## src/rtl/holdover_pkg.sv

```systemverilog
package holdover_pkg;
  localparam logic [9:0] ADDR_STATUS_SEL = 10'h017;
  localparam logic [9:0] ADDR_LOCK_CFG   = 10'h018;
  localparam logic [9:0] ADDR_LOCK_PIN   = 10'h01a;
  localparam logic [9:0] ADDR_MON_SEL    = 10'h01b;
  localparam logic [9:0] ADDR_REF_CFG    = 10'h01c;
  localparam logic [9:0] ADDR_HOLD_CFG   = 10'h01d;
  localparam logic [9:0] ADDR_READBACK   = 10'h01f;

  localparam int HOLD_EN_A_BIT  = 0;
  localparam int HOLD_EXT_BIT   = 1;
  localparam int HOLD_EN_B_BIT  = 2;
  localparam int CMP_EN_BIT     = 3;
  localparam int LOCK_CNT_LSB   = 5;
  localparam int LOCK_WIN_BIT   = 4;
  localparam int LOCK_DIS_BIT   = 3;
  localparam int STATUS_SEL_LSB = 2;
  localparam int REF_SEL_BIT    = 6;
  localparam int RB_LOCK_BIT    = 0;
  localparam int RB_HOLD_BIT    = 4;
  localparam int RB_CMP_BIT     = 5;
  localparam int RB_ARMED_BIT   = 7;

  localparam logic [7:0] RESET_BYTE = 8'h00;

  localparam logic [5:0] LOCK_PIN_CURRENT_SRC = 6'h04;

  localparam logic [5:0] MON_LOCK_HIGH = 6'h01;
  localparam logic [5:0] MON_CMP_HIGH  = 6'h02;
  localparam logic [5:0] MON_CMP_LOW   = 6'h03;
  localparam logic [5:0] MON_HOLD      = 6'h04;

  localparam logic [7:0] LOCK_COUNT_0 = 8'h05;
  localparam logic [7:0] LOCK_COUNT_1 = 8'h10;
  localparam logic [7:0] LOCK_COUNT_2 = 8'h40;
  localparam logic [7:0] LOCK_COUNT_3 = 8'hff;

  localparam logic [7:0] LOCK_THR_HIGH   = 8'h28;
  localparam logic [7:0] UNLOCK_THR_HIGH = 8'h3c;
  localparam logic [7:0] LOCK_THR_LOW    = 8'h0c;
  localparam logic [7:0] UNLOCK_THR_LOW  = 8'h12;

  typedef enum logic [2:0] {
    ST_ARMED = 3'b001,
    ST_HOLD  = 3'b010,
    ST_REARM = 3'b100
  } hold_state_e;
endpackage

```

## src/rtl/lock_detect.sv

```systemverilog
`timescale 1ns/100ps
module lock_detect #(
  parameter int DIFF_W = 8
) (
  input  wire logic              clk_i,
  input  wire logic              rst_i,
  input  wire logic              phase_cycle_i,
  input  wire logic [DIFF_W-1:0] phase_diff_i,
  input  wire logic              window_low_i,
  input  wire logic [1:0]        count_code_i,
  input  wire logic              disable_i,
  output logic                   lock_o
);
  if (DIFF_W < 8) begin : g_bad_width
    $error("DIFF_W must be at least 8");
  end

  logic [7:0]        run;
  logic [7:0]        need;
  logic [DIFF_W-1:0] lock_thr;
  logic [DIFF_W-1:0] unlock_thr;

  always_comb begin
    case (count_code_i)
      2'b00:   need = holdover_pkg::LOCK_COUNT_0;
      2'b01:   need = holdover_pkg::LOCK_COUNT_1;
      2'b10:   need = holdover_pkg::LOCK_COUNT_2;
      default: need = holdover_pkg::LOCK_COUNT_3;
    endcase
  end

  // Window bit clear means the wide, high-range thresholds
  assign lock_thr   = window_low_i ? DIFF_W'(holdover_pkg::LOCK_THR_LOW)
                                   : DIFF_W'(holdover_pkg::LOCK_THR_HIGH);
  assign unlock_thr = window_low_i ? DIFF_W'(holdover_pkg::UNLOCK_THR_LOW)
                                   : DIFF_W'(holdover_pkg::UNLOCK_THR_HIGH);

  always_ff @(posedge clk_i or posedge rst_i) begin
    if (rst_i) begin
      run <= 8'h00;
    end else if (disable_i) begin
      run <= 8'h00;
    end else if (phase_cycle_i) begin
      if (phase_diff_i < lock_thr) begin
        run <= (run == 8'hff) ? run : run + 8'h01;
      end else begin
        run <= 8'h00;
      end
    end
  end

  always_ff @(posedge clk_i or posedge rst_i) begin
    if (rst_i) begin
      lock_o <= 1'b0;
    end else if (disable_i) begin
      lock_o <= 1'b0;
    end else if (phase_cycle_i) begin
      if (lock_o && phase_diff_i > unlock_thr) begin
        lock_o <= 1'b0;
      end else if (!lock_o && phase_diff_i < lock_thr && run + 8'h01 >= need) begin
        lock_o <= 1'b1;
      end
    end
  end
endmodule

```

## src/rtl/holdover_ctrl.sv

```systemverilog
// Implementation choices: the address map and the address-and-strobe port.
`timescale 1ns/100ps
module holdover_ctrl #(
  parameter int DIFF_W = 8
) (
  input  wire logic              clk_i,
  input  wire logic              rst_i,
  input  wire logic [9:0]        addr_i,
  input  wire logic [7:0]        wdata_i,
  input  wire logic              wr_i,
  input  wire logic              rd_i,
  output logic      [7:0]        rdata_o,
  input  wire logic              sync_n_i,
  input  wire logic              ref1_edge_i,
  input  wire logic              ref2_edge_i,
  input  wire logic              fb_edge_i,
  input  wire logic [DIFF_W-1:0] phase_diff_i,
  input  wire logic              lock_cmp_i,
  output logic                   charge_pump_hiz_o,
  output logic                   b_counter_reset_o,
  output logic                   lock_pin_isrc_o,
  output logic                   lock_pin_gnd_o,
  output logic                   reference_monitor_pin_o,
  output logic                   status_pin_o
);
  if (DIFF_W < 8) begin : g_bad_width
    $error("DIFF_W must be at least 8");
  end

  // Register storage
  logic [7:0] status_sel_reg;
  logic [7:0] lock_cfg_reg;
  logic [7:0] lock_pin_reg;
  logic [7:0] mon_sel_reg;
  logic [7:0] ref_cfg_reg;
  logic [7:0] hold_cfg_reg;

  // Input synchronisers: bit 0 sync pin, bit 1 comparator
  logic [1:0] sync_a;
  logic [1:0] sync_b;
  logic       sync_pin_prev;

  logic                      digital_lock_flag;
  logic                      phase_cycle;
  logic                      ref_edge;
  logic                      hold_enabled;
  logic                      manual_mode;
  logic                      lock_sensed;
  logic                      sync_fall;
  logic                      enter_manual;
  logic                      enter_auto;
  logic                      entry;
  logic                      release_now;
  logic                      current_src_mode;
  holdover_pkg::hold_state_e state;
  holdover_pkg::hold_state_e next_state;
  logic [7:0]                readback;
  logic [7:0]                next_rdata;

  // Pin mux decode shared by the monitor pin and the status pin
  function automatic logic pin_select(input logic [5:0] code,
                                      input logic       cmp,
                                      input logic       locked,
                                      input logic       hold);
    logic val;
    val = 1'b0;
    case (code)
      holdover_pkg::MON_LOCK_HIGH: val = locked;
      holdover_pkg::MON_CMP_HIGH:  val = cmp;
      holdover_pkg::MON_CMP_LOW:   val = ~cmp;
      holdover_pkg::MON_HOLD:      val = hold;
      default:                     val = 1'b0;
    endcase
    return val;
  endfunction

  // Register writes
  always_ff @(posedge clk_i or posedge rst_i) begin
    if (rst_i) begin
      status_sel_reg <= holdover_pkg::RESET_BYTE;
      lock_cfg_reg   <= holdover_pkg::RESET_BYTE;
      lock_pin_reg   <= holdover_pkg::RESET_BYTE;
      mon_sel_reg    <= holdover_pkg::RESET_BYTE;
      ref_cfg_reg    <= holdover_pkg::RESET_BYTE;
      hold_cfg_reg   <= holdover_pkg::RESET_BYTE;
    end else if (wr_i) begin
      case (addr_i)
        holdover_pkg::ADDR_STATUS_SEL: status_sel_reg <= wdata_i;
        holdover_pkg::ADDR_LOCK_CFG:   lock_cfg_reg   <= wdata_i;
        holdover_pkg::ADDR_LOCK_PIN:   lock_pin_reg   <= {2'b00, wdata_i[5:0]};
        holdover_pkg::ADDR_MON_SEL:    mon_sel_reg    <= wdata_i;
        holdover_pkg::ADDR_REF_CFG:    ref_cfg_reg    <= wdata_i;
        holdover_pkg::ADDR_HOLD_CFG:   hold_cfg_reg   <= {4'h0, wdata_i[3:0]};
        default:                       ;
      endcase
    end
  end

  // Register reads, data valid the cycle after the strobe
  always_comb begin
    readback = 8'h00;
    readback[holdover_pkg::RB_LOCK_BIT]  = digital_lock_flag;
    readback[holdover_pkg::RB_HOLD_BIT]  = charge_pump_hiz_o;
    readback[holdover_pkg::RB_CMP_BIT]   = sync_b[1];
    readback[holdover_pkg::RB_ARMED_BIT] = (state == holdover_pkg::ST_ARMED);
  end

  always_comb begin
    case (addr_i)
      holdover_pkg::ADDR_STATUS_SEL: next_rdata = status_sel_reg;
      holdover_pkg::ADDR_LOCK_CFG:   next_rdata = lock_cfg_reg;
      holdover_pkg::ADDR_LOCK_PIN:   next_rdata = lock_pin_reg;
      holdover_pkg::ADDR_MON_SEL:    next_rdata = mon_sel_reg;
      holdover_pkg::ADDR_REF_CFG:    next_rdata = ref_cfg_reg;
      holdover_pkg::ADDR_HOLD_CFG:   next_rdata = hold_cfg_reg;
      holdover_pkg::ADDR_READBACK:   next_rdata = readback;
      default:                       next_rdata = 8'h00;
    endcase
  end

  always_ff @(posedge clk_i or posedge rst_i) begin
    if (rst_i) begin
      rdata_o <= 8'h00;
    end else if (rd_i) begin
      rdata_o <= next_rdata;
    end else begin
      rdata_o <= 8'h00;
    end
  end

  // Two-flop synchronisers; only the second stage feeds any logic
  genvar gi;
  for (gi = 0; gi < 2; gi++) begin : g_sync
    always_ff @(posedge clk_i or posedge rst_i) begin
      if (rst_i) begin
        sync_a[gi] <= (gi == 0) ? 1'b1 : 1'b0;
        sync_b[gi] <= (gi == 0) ? 1'b1 : 1'b0;
      end else begin
        sync_a[gi] <= (gi == 0) ? sync_n_i : lock_cmp_i;
        sync_b[gi] <= sync_a[gi];
      end
    end
  end

  always_ff @(posedge clk_i or posedge rst_i) begin
    if (rst_i) begin
      sync_pin_prev <= 1'b1;
    end else begin
      sync_pin_prev <= sync_b[0];
    end
  end

  // Only the selected reference path can end holdover
  assign ref_edge  = ref_cfg_reg[holdover_pkg::REF_SEL_BIT] ? ref2_edge_i
                                                           : ref1_edge_i;
  assign phase_cycle = ref_edge;

  lock_detect #(
    .DIFF_W (DIFF_W)
  ) u_lock_detect (
    .clk_i         (clk_i),
    .rst_i         (rst_i),
    .phase_cycle_i (phase_cycle),
    .phase_diff_i  (phase_diff_i),
    .window_low_i  (lock_cfg_reg[holdover_pkg::LOCK_WIN_BIT]),
    .count_code_i  (lock_cfg_reg[holdover_pkg::LOCK_CNT_LSB +: 2]),
    .disable_i     (lock_cfg_reg[holdover_pkg::LOCK_DIS_BIT]),
    .lock_o        (digital_lock_flag)
  );

  // Holdover qualification
  assign hold_enabled = hold_cfg_reg[holdover_pkg::HOLD_EN_A_BIT] &
                        hold_cfg_reg[holdover_pkg::HOLD_EN_B_BIT];
  assign manual_mode  = hold_cfg_reg[holdover_pkg::HOLD_EXT_BIT];
  // A disabled comparator reads as locked, so automatic entry never fires
  assign lock_sensed  = hold_cfg_reg[holdover_pkg::CMP_EN_BIT] ? sync_b[1] : 1'b1;
  assign sync_fall    = sync_pin_prev & ~sync_b[0];

  assign enter_manual = hold_enabled & manual_mode & sync_fall &
                        (state != holdover_pkg::ST_HOLD);
  assign enter_auto   = hold_enabled & ~manual_mode & ~lock_sensed &
                        (state == holdover_pkg::ST_ARMED);
  assign entry        = enter_manual | enter_auto;

  // Release waits for the sync pin to be back high in manual mode
  assign release_now  = (state == holdover_pkg::ST_HOLD) & hold_enabled & ref_edge &
                        (~manual_mode | sync_b[0]);

  always_comb begin
    next_state = state;
    case (state)
      holdover_pkg::ST_ARMED: begin
        if (entry) begin
          next_state = holdover_pkg::ST_HOLD;
        end
      end
      holdover_pkg::ST_HOLD: begin
        if (!hold_enabled) begin
          next_state = holdover_pkg::ST_ARMED;
        end else if (release_now) begin
          next_state = manual_mode ? holdover_pkg::ST_ARMED
                                   : holdover_pkg::ST_REARM;
        end else begin
          next_state = holdover_pkg::ST_HOLD;
        end
      end
      holdover_pkg::ST_REARM: begin
        if (enter_manual) begin
          next_state = holdover_pkg::ST_HOLD;
        end else if (!hold_enabled || manual_mode) begin
          next_state = holdover_pkg::ST_ARMED;
        end else if (digital_lock_flag && lock_sensed) begin
          next_state = holdover_pkg::ST_ARMED;
        end
      end
      default: next_state = holdover_pkg::ST_ARMED;
    endcase
  end

  always_ff @(posedge clk_i or posedge rst_i) begin
    if (rst_i) begin
      state <= holdover_pkg::ST_ARMED;
    end else begin
      state <= next_state;
    end
  end

  // Entry is combinational so the pump stops in the cycle the cause is seen
  assign charge_pump_hiz_o = (state == holdover_pkg::ST_HOLD) | entry;
  // Only the B counter is reset; the prescaler keeps running
  assign b_counter_reset_o = release_now;

  // Current-source lock indicator on the lock pin
  assign current_src_mode = (lock_pin_reg[5:0] == holdover_pkg::LOCK_PIN_CURRENT_SRC);

  always_ff @(posedge clk_i or posedge rst_i) begin
    if (rst_i) begin
      lock_pin_isrc_o <= 1'b0;
      lock_pin_gnd_o  <= 1'b0;
    end else begin
      lock_pin_isrc_o <= current_src_mode & digital_lock_flag;
      lock_pin_gnd_o  <= current_src_mode & ~digital_lock_flag;
    end
  end

  always_ff @(posedge clk_i or posedge rst_i) begin
    if (rst_i) begin
      reference_monitor_pin_o <= 1'b0;
      status_pin_o            <= 1'b0;
    end else begin
      reference_monitor_pin_o <= pin_select({1'b0, mon_sel_reg[4:0]}, sync_b[1],
                                            digital_lock_flag, charge_pump_hiz_o);
      status_pin_o            <= pin_select(status_sel_reg[holdover_pkg::STATUS_SEL_LSB +: 6],
                                            sync_b[1], digital_lock_flag,
                                            charge_pump_hiz_o);
    end
  end
endmodule

```

## config.mk

```make
export PLATFORM = sky130hd
export DESIGN_NAME = holdover_ctrl
export DESIGN_NICKNAME = d
export VERILOG_FILES = /design/src/rtl/holdover_pkg.sv /design/src/rtl/lock_detect.sv /design/src/rtl/holdover_ctrl.sv
export SDC_FILE = /design/constraint.sdc
export NUM_CORES = 1
export LEC_CHECK = 0
export ABC_AREA = 1
export BUFFER_PORTS_ARGS = -buffer_cell sky130_fd_sc_hd__buf_2
export CAP_MARGIN = 5
export CELL_PAD_IN_SITES_DETAIL_PLACEMENT = 1
export CELL_PAD_IN_SITES_GLOBAL_PLACEMENT = 1
export CORE_UTILIZATION = 44
export DETAILED_ROUTE_END_ITERATION = 6
export HOLD_SLACK_MARGIN = 0.12
export PLACE_DENSITY = 0.81
export SLEW_MARGIN = 25
export SYNTH_ARGS = -nofsm -noshare
export SYNTH_HDL_FRONTEND = slang
export SYNTH_SLANG_ARGS = --single-unit
```

## constraint.sdc

```tcl
create_clock -name clk_i -period 2.46 [get_ports clk_i]
set_input_delay 0.492 -clock clk_i [delete_from_list [all_inputs] [get_ports clk_i]]
set_output_delay 0.492 -clock clk_i [all_outputs]
set_load 0.05 [all_outputs]
```

==> impl_metrics.yaml <==
clock_tree:
  ctsHtreeMaxLevel: 3
  clock-sinks: 71
  clk_pin_slew_ps: 90
  cts_hold_buffers: 0
  clock_path_buffers: 2
  cts_tree: "done"
  clk-insertion-delay-late_ps: 360
  cts_made_buffers: 9
  cts_root_buf: "clkbuf_8"
setup_path:
  crit_chain: "inv_1 -> nor2_1 -> nand2_1 -> o211ai_1 -> buf_2"
  setup.worst_path.end_class: "output pin"
  cp-start-kind: "flip-flop"
  critPathKind: "reg -> out"
  cp_slowest_cell: "dfstp_2"
  slowest_delay_ps: 540
  cp_data_required_time_ps: 1970
  critPathMaxFanout: 3
  cpLargestDelayFamily: "flip-flops"
  arrival_ps: 1820
  crit_buf_inv: 2
yosys:
  synth-xor-area-share_pct: 1.28
  yosys_warnings: 0
  synth_cell_type_count: 35
  syn-num-nets: 552
  synth_fa_ha_area_share_pct: 5.17
  synth_top_cell_area_share_pct: 40.8
  synth_enable_flop_cells: 0
  synthTopCellsByCount: "nand2_1, dfrtp_1, inv_1, nor2_1, nand3_1"
  yosysSeqAreaShare_pct: 43.3
  async_reset_ff_share_pct: 100
  synthTopCellsByArea: "dfrtp_1, nand2_1, inv_1, nand3_1, ha_1"
  synth_simple_gate_area_share_pct: 31.9
  synth_cells: 500
  synth_ff_type: "dfrtp_1"
  avgSynthCellArea_um2: 8.23
  yosys.area.top_type: "dfrtp_1"
  synth_top_family_by_area: "simple AND/OR/NAND/NOR gates"
  synth_mux_area_share_pct: 0
  synth_compound_area_share_pct: 10.4
  syn_area_um2: 4110
  synth_most_common_cell: "nand2_1"
  synth-seq-cells: 71
run:
  drv_cap: 0
detailed_routing:
  drt-total-wl_um: 10800
  detail_route.wl_per_cell_um: 16.3
  ant_nets: 0
  drc: 0
  drtPass1Iterations: 4
  drtIter0Drc: 157
  vias_per_cell: 5.37
  vias: 3573
die:
  io_pins: 49
  chipWidth_um: 98.7
  core-area_um2: 8890
  fp.dieH_um: 98.7
  start_util_pct: 46.3
  die_area_um2: 9740
  rows: 34
timing:
  min_period_ps: 2320
  post-route-period-util_pct: 94.2
  tightest_slew_ps: 556
  slew_headroom_pct: 62.7
  whs_ps: 140
  hold_viol_final: 0
  grt_setup_unrepaired: "false"
  fin_skew_ps: 16.8
  setup_viol: 0
  fmax_ghz: 0.432
  drv_slew: 0
  finalSetupTns_ps: 0
layout:
  area_growth_pct: 12.1
  diodes: 0
  fillerInstances: 1153
  design_area_um2: 4610
  nets: 605
  drive_gt1_share_pct: 22.1
global_route:
  antenna_found_initial: 0
  grt_pass1_vias: 3706
  grt-ovfl-total: 0
  grt_max_degree: 53
  grt_use_total_pct: 24.6
  grt_pass1_wl_um: 18500
placed_design:
  gp_congestion: 0.883
  dp_hpwl_um: 8400
  io_buffers: 47
  placed_area_um2: 4440
power_and_ir_drop:
  power_leakage_nw: 2.42
  power_density_nw_per_um2: 513
  finalPower_mw: 2.37
  ir_drop_mv: 0.296
run_status:
  status: "complete, no violations"
min_path:
  hold_path.class: "in -> async"
-- worst register-to-register path: stages, from the launching register on --
cell     delay (ps)
dfrtp_1         430
ha_1            250
nand3_1         130
inv_1            70
nand3_1          80
xor2_1          180
inv_1            70
ha_1            280
nand2_1          70
nor2_1          160
nand4_1         110
nand3_1         120
nand2_1          60
a21oi_1         110
-- path summary, 6_finish.rpt --
kind                                 startpoint                    to  slack, ps  cells after the start
setup / recovery                       state[0]     charge_pump_hiz_o        140                      5
setup reg to reg           u_lock_detect.run[0]  u_lock_detect.lock_o        280                     13
hold / removal                            rst_i        mon_sel_reg[5]        140                      2
min in group clk_i                     sync_n_i             sync_a[0]        240                      1
hold reg to reg                       sync_a[1]           readback[5]        370                      0
max in group asynchronous                 rst_i              state[0]       1610                      3
-- stage by stage --
step                      util [%]  cells  setup slack [ps]
after global placement        49.9    650               383
after global routing          51.9    665              26.5
after floorplan                  -    500               178
final                         51.9    665               144
after CTS                     51.8    665               146
after detailed placement      49.9    650               271
-- timing repair --
| action | CTS | global route |
|---|---|---|
| endpoints found under the setup margin | 0 | 1 |
| gates resized for setup | 0 | 1 |
| setup buffers | 0 | 0 |
-- power by group --
group          internal, mW  switching (mW)
Clock                 0.365           0.463
Combinational        0.0954           0.216
Sequential             1.20          0.0231
-- metal layers --
layer | track usage, % | share of wire, % | vias up
met3 | 3.83 | 3.0 | 15
met5 | 0 | 0 | -
li1 | - | - | 1759
met2 | 41.7 | 47 | 66
met4 | 7.35 | 1.7 | 0
met1 | 32.6 | 48 | 1733
-- cell usage in the layout, fill, tap and decap left out, drive strengths merged, types with 4 or more instances in the layout --
cell    count
a21oi      11
buf        52
nand2     126
nor3       10
ha         17
clkbuf      9
dfstp       4
xor2        5
o21ai      54
inv        62
nand3      45
nand4      27
nor2       55
dfrtp      67
-- final cells by class --
| class | count | area, µm² | share of cell area [%] |
|---|---|---|---|
| Inverter | 61 | 229 | 4.96 |
| Sequential cell | 71 | 1780 | 38.6 |
| Tap cell | 108 | 135 | 2.93 |
| Timing Repair Buffer | 52 | 285 | 6.19 |
| Clock buffer | 9 | 124 | 2.69 |
| Clock inverter | 6 | 46.3 | 1.00 |
| Multi-Input combinational cell | 358 | 2010 | 43.6 |
-- logic make-up (layout without fill, tap and decap cells) --
kind of cell / Yosys count / in the layout
AO/OA/AOI/OAI: 69 / 69
XOR/XNOR: 6 / 6
adder cells (fa/ha/maj): 17 / 17
buffers and inverters: 71 / 128
flip-flops: 71 / 71
AND/OR/NAND/NOR: 266 / 266
Power figures use the tool's default switching activity.
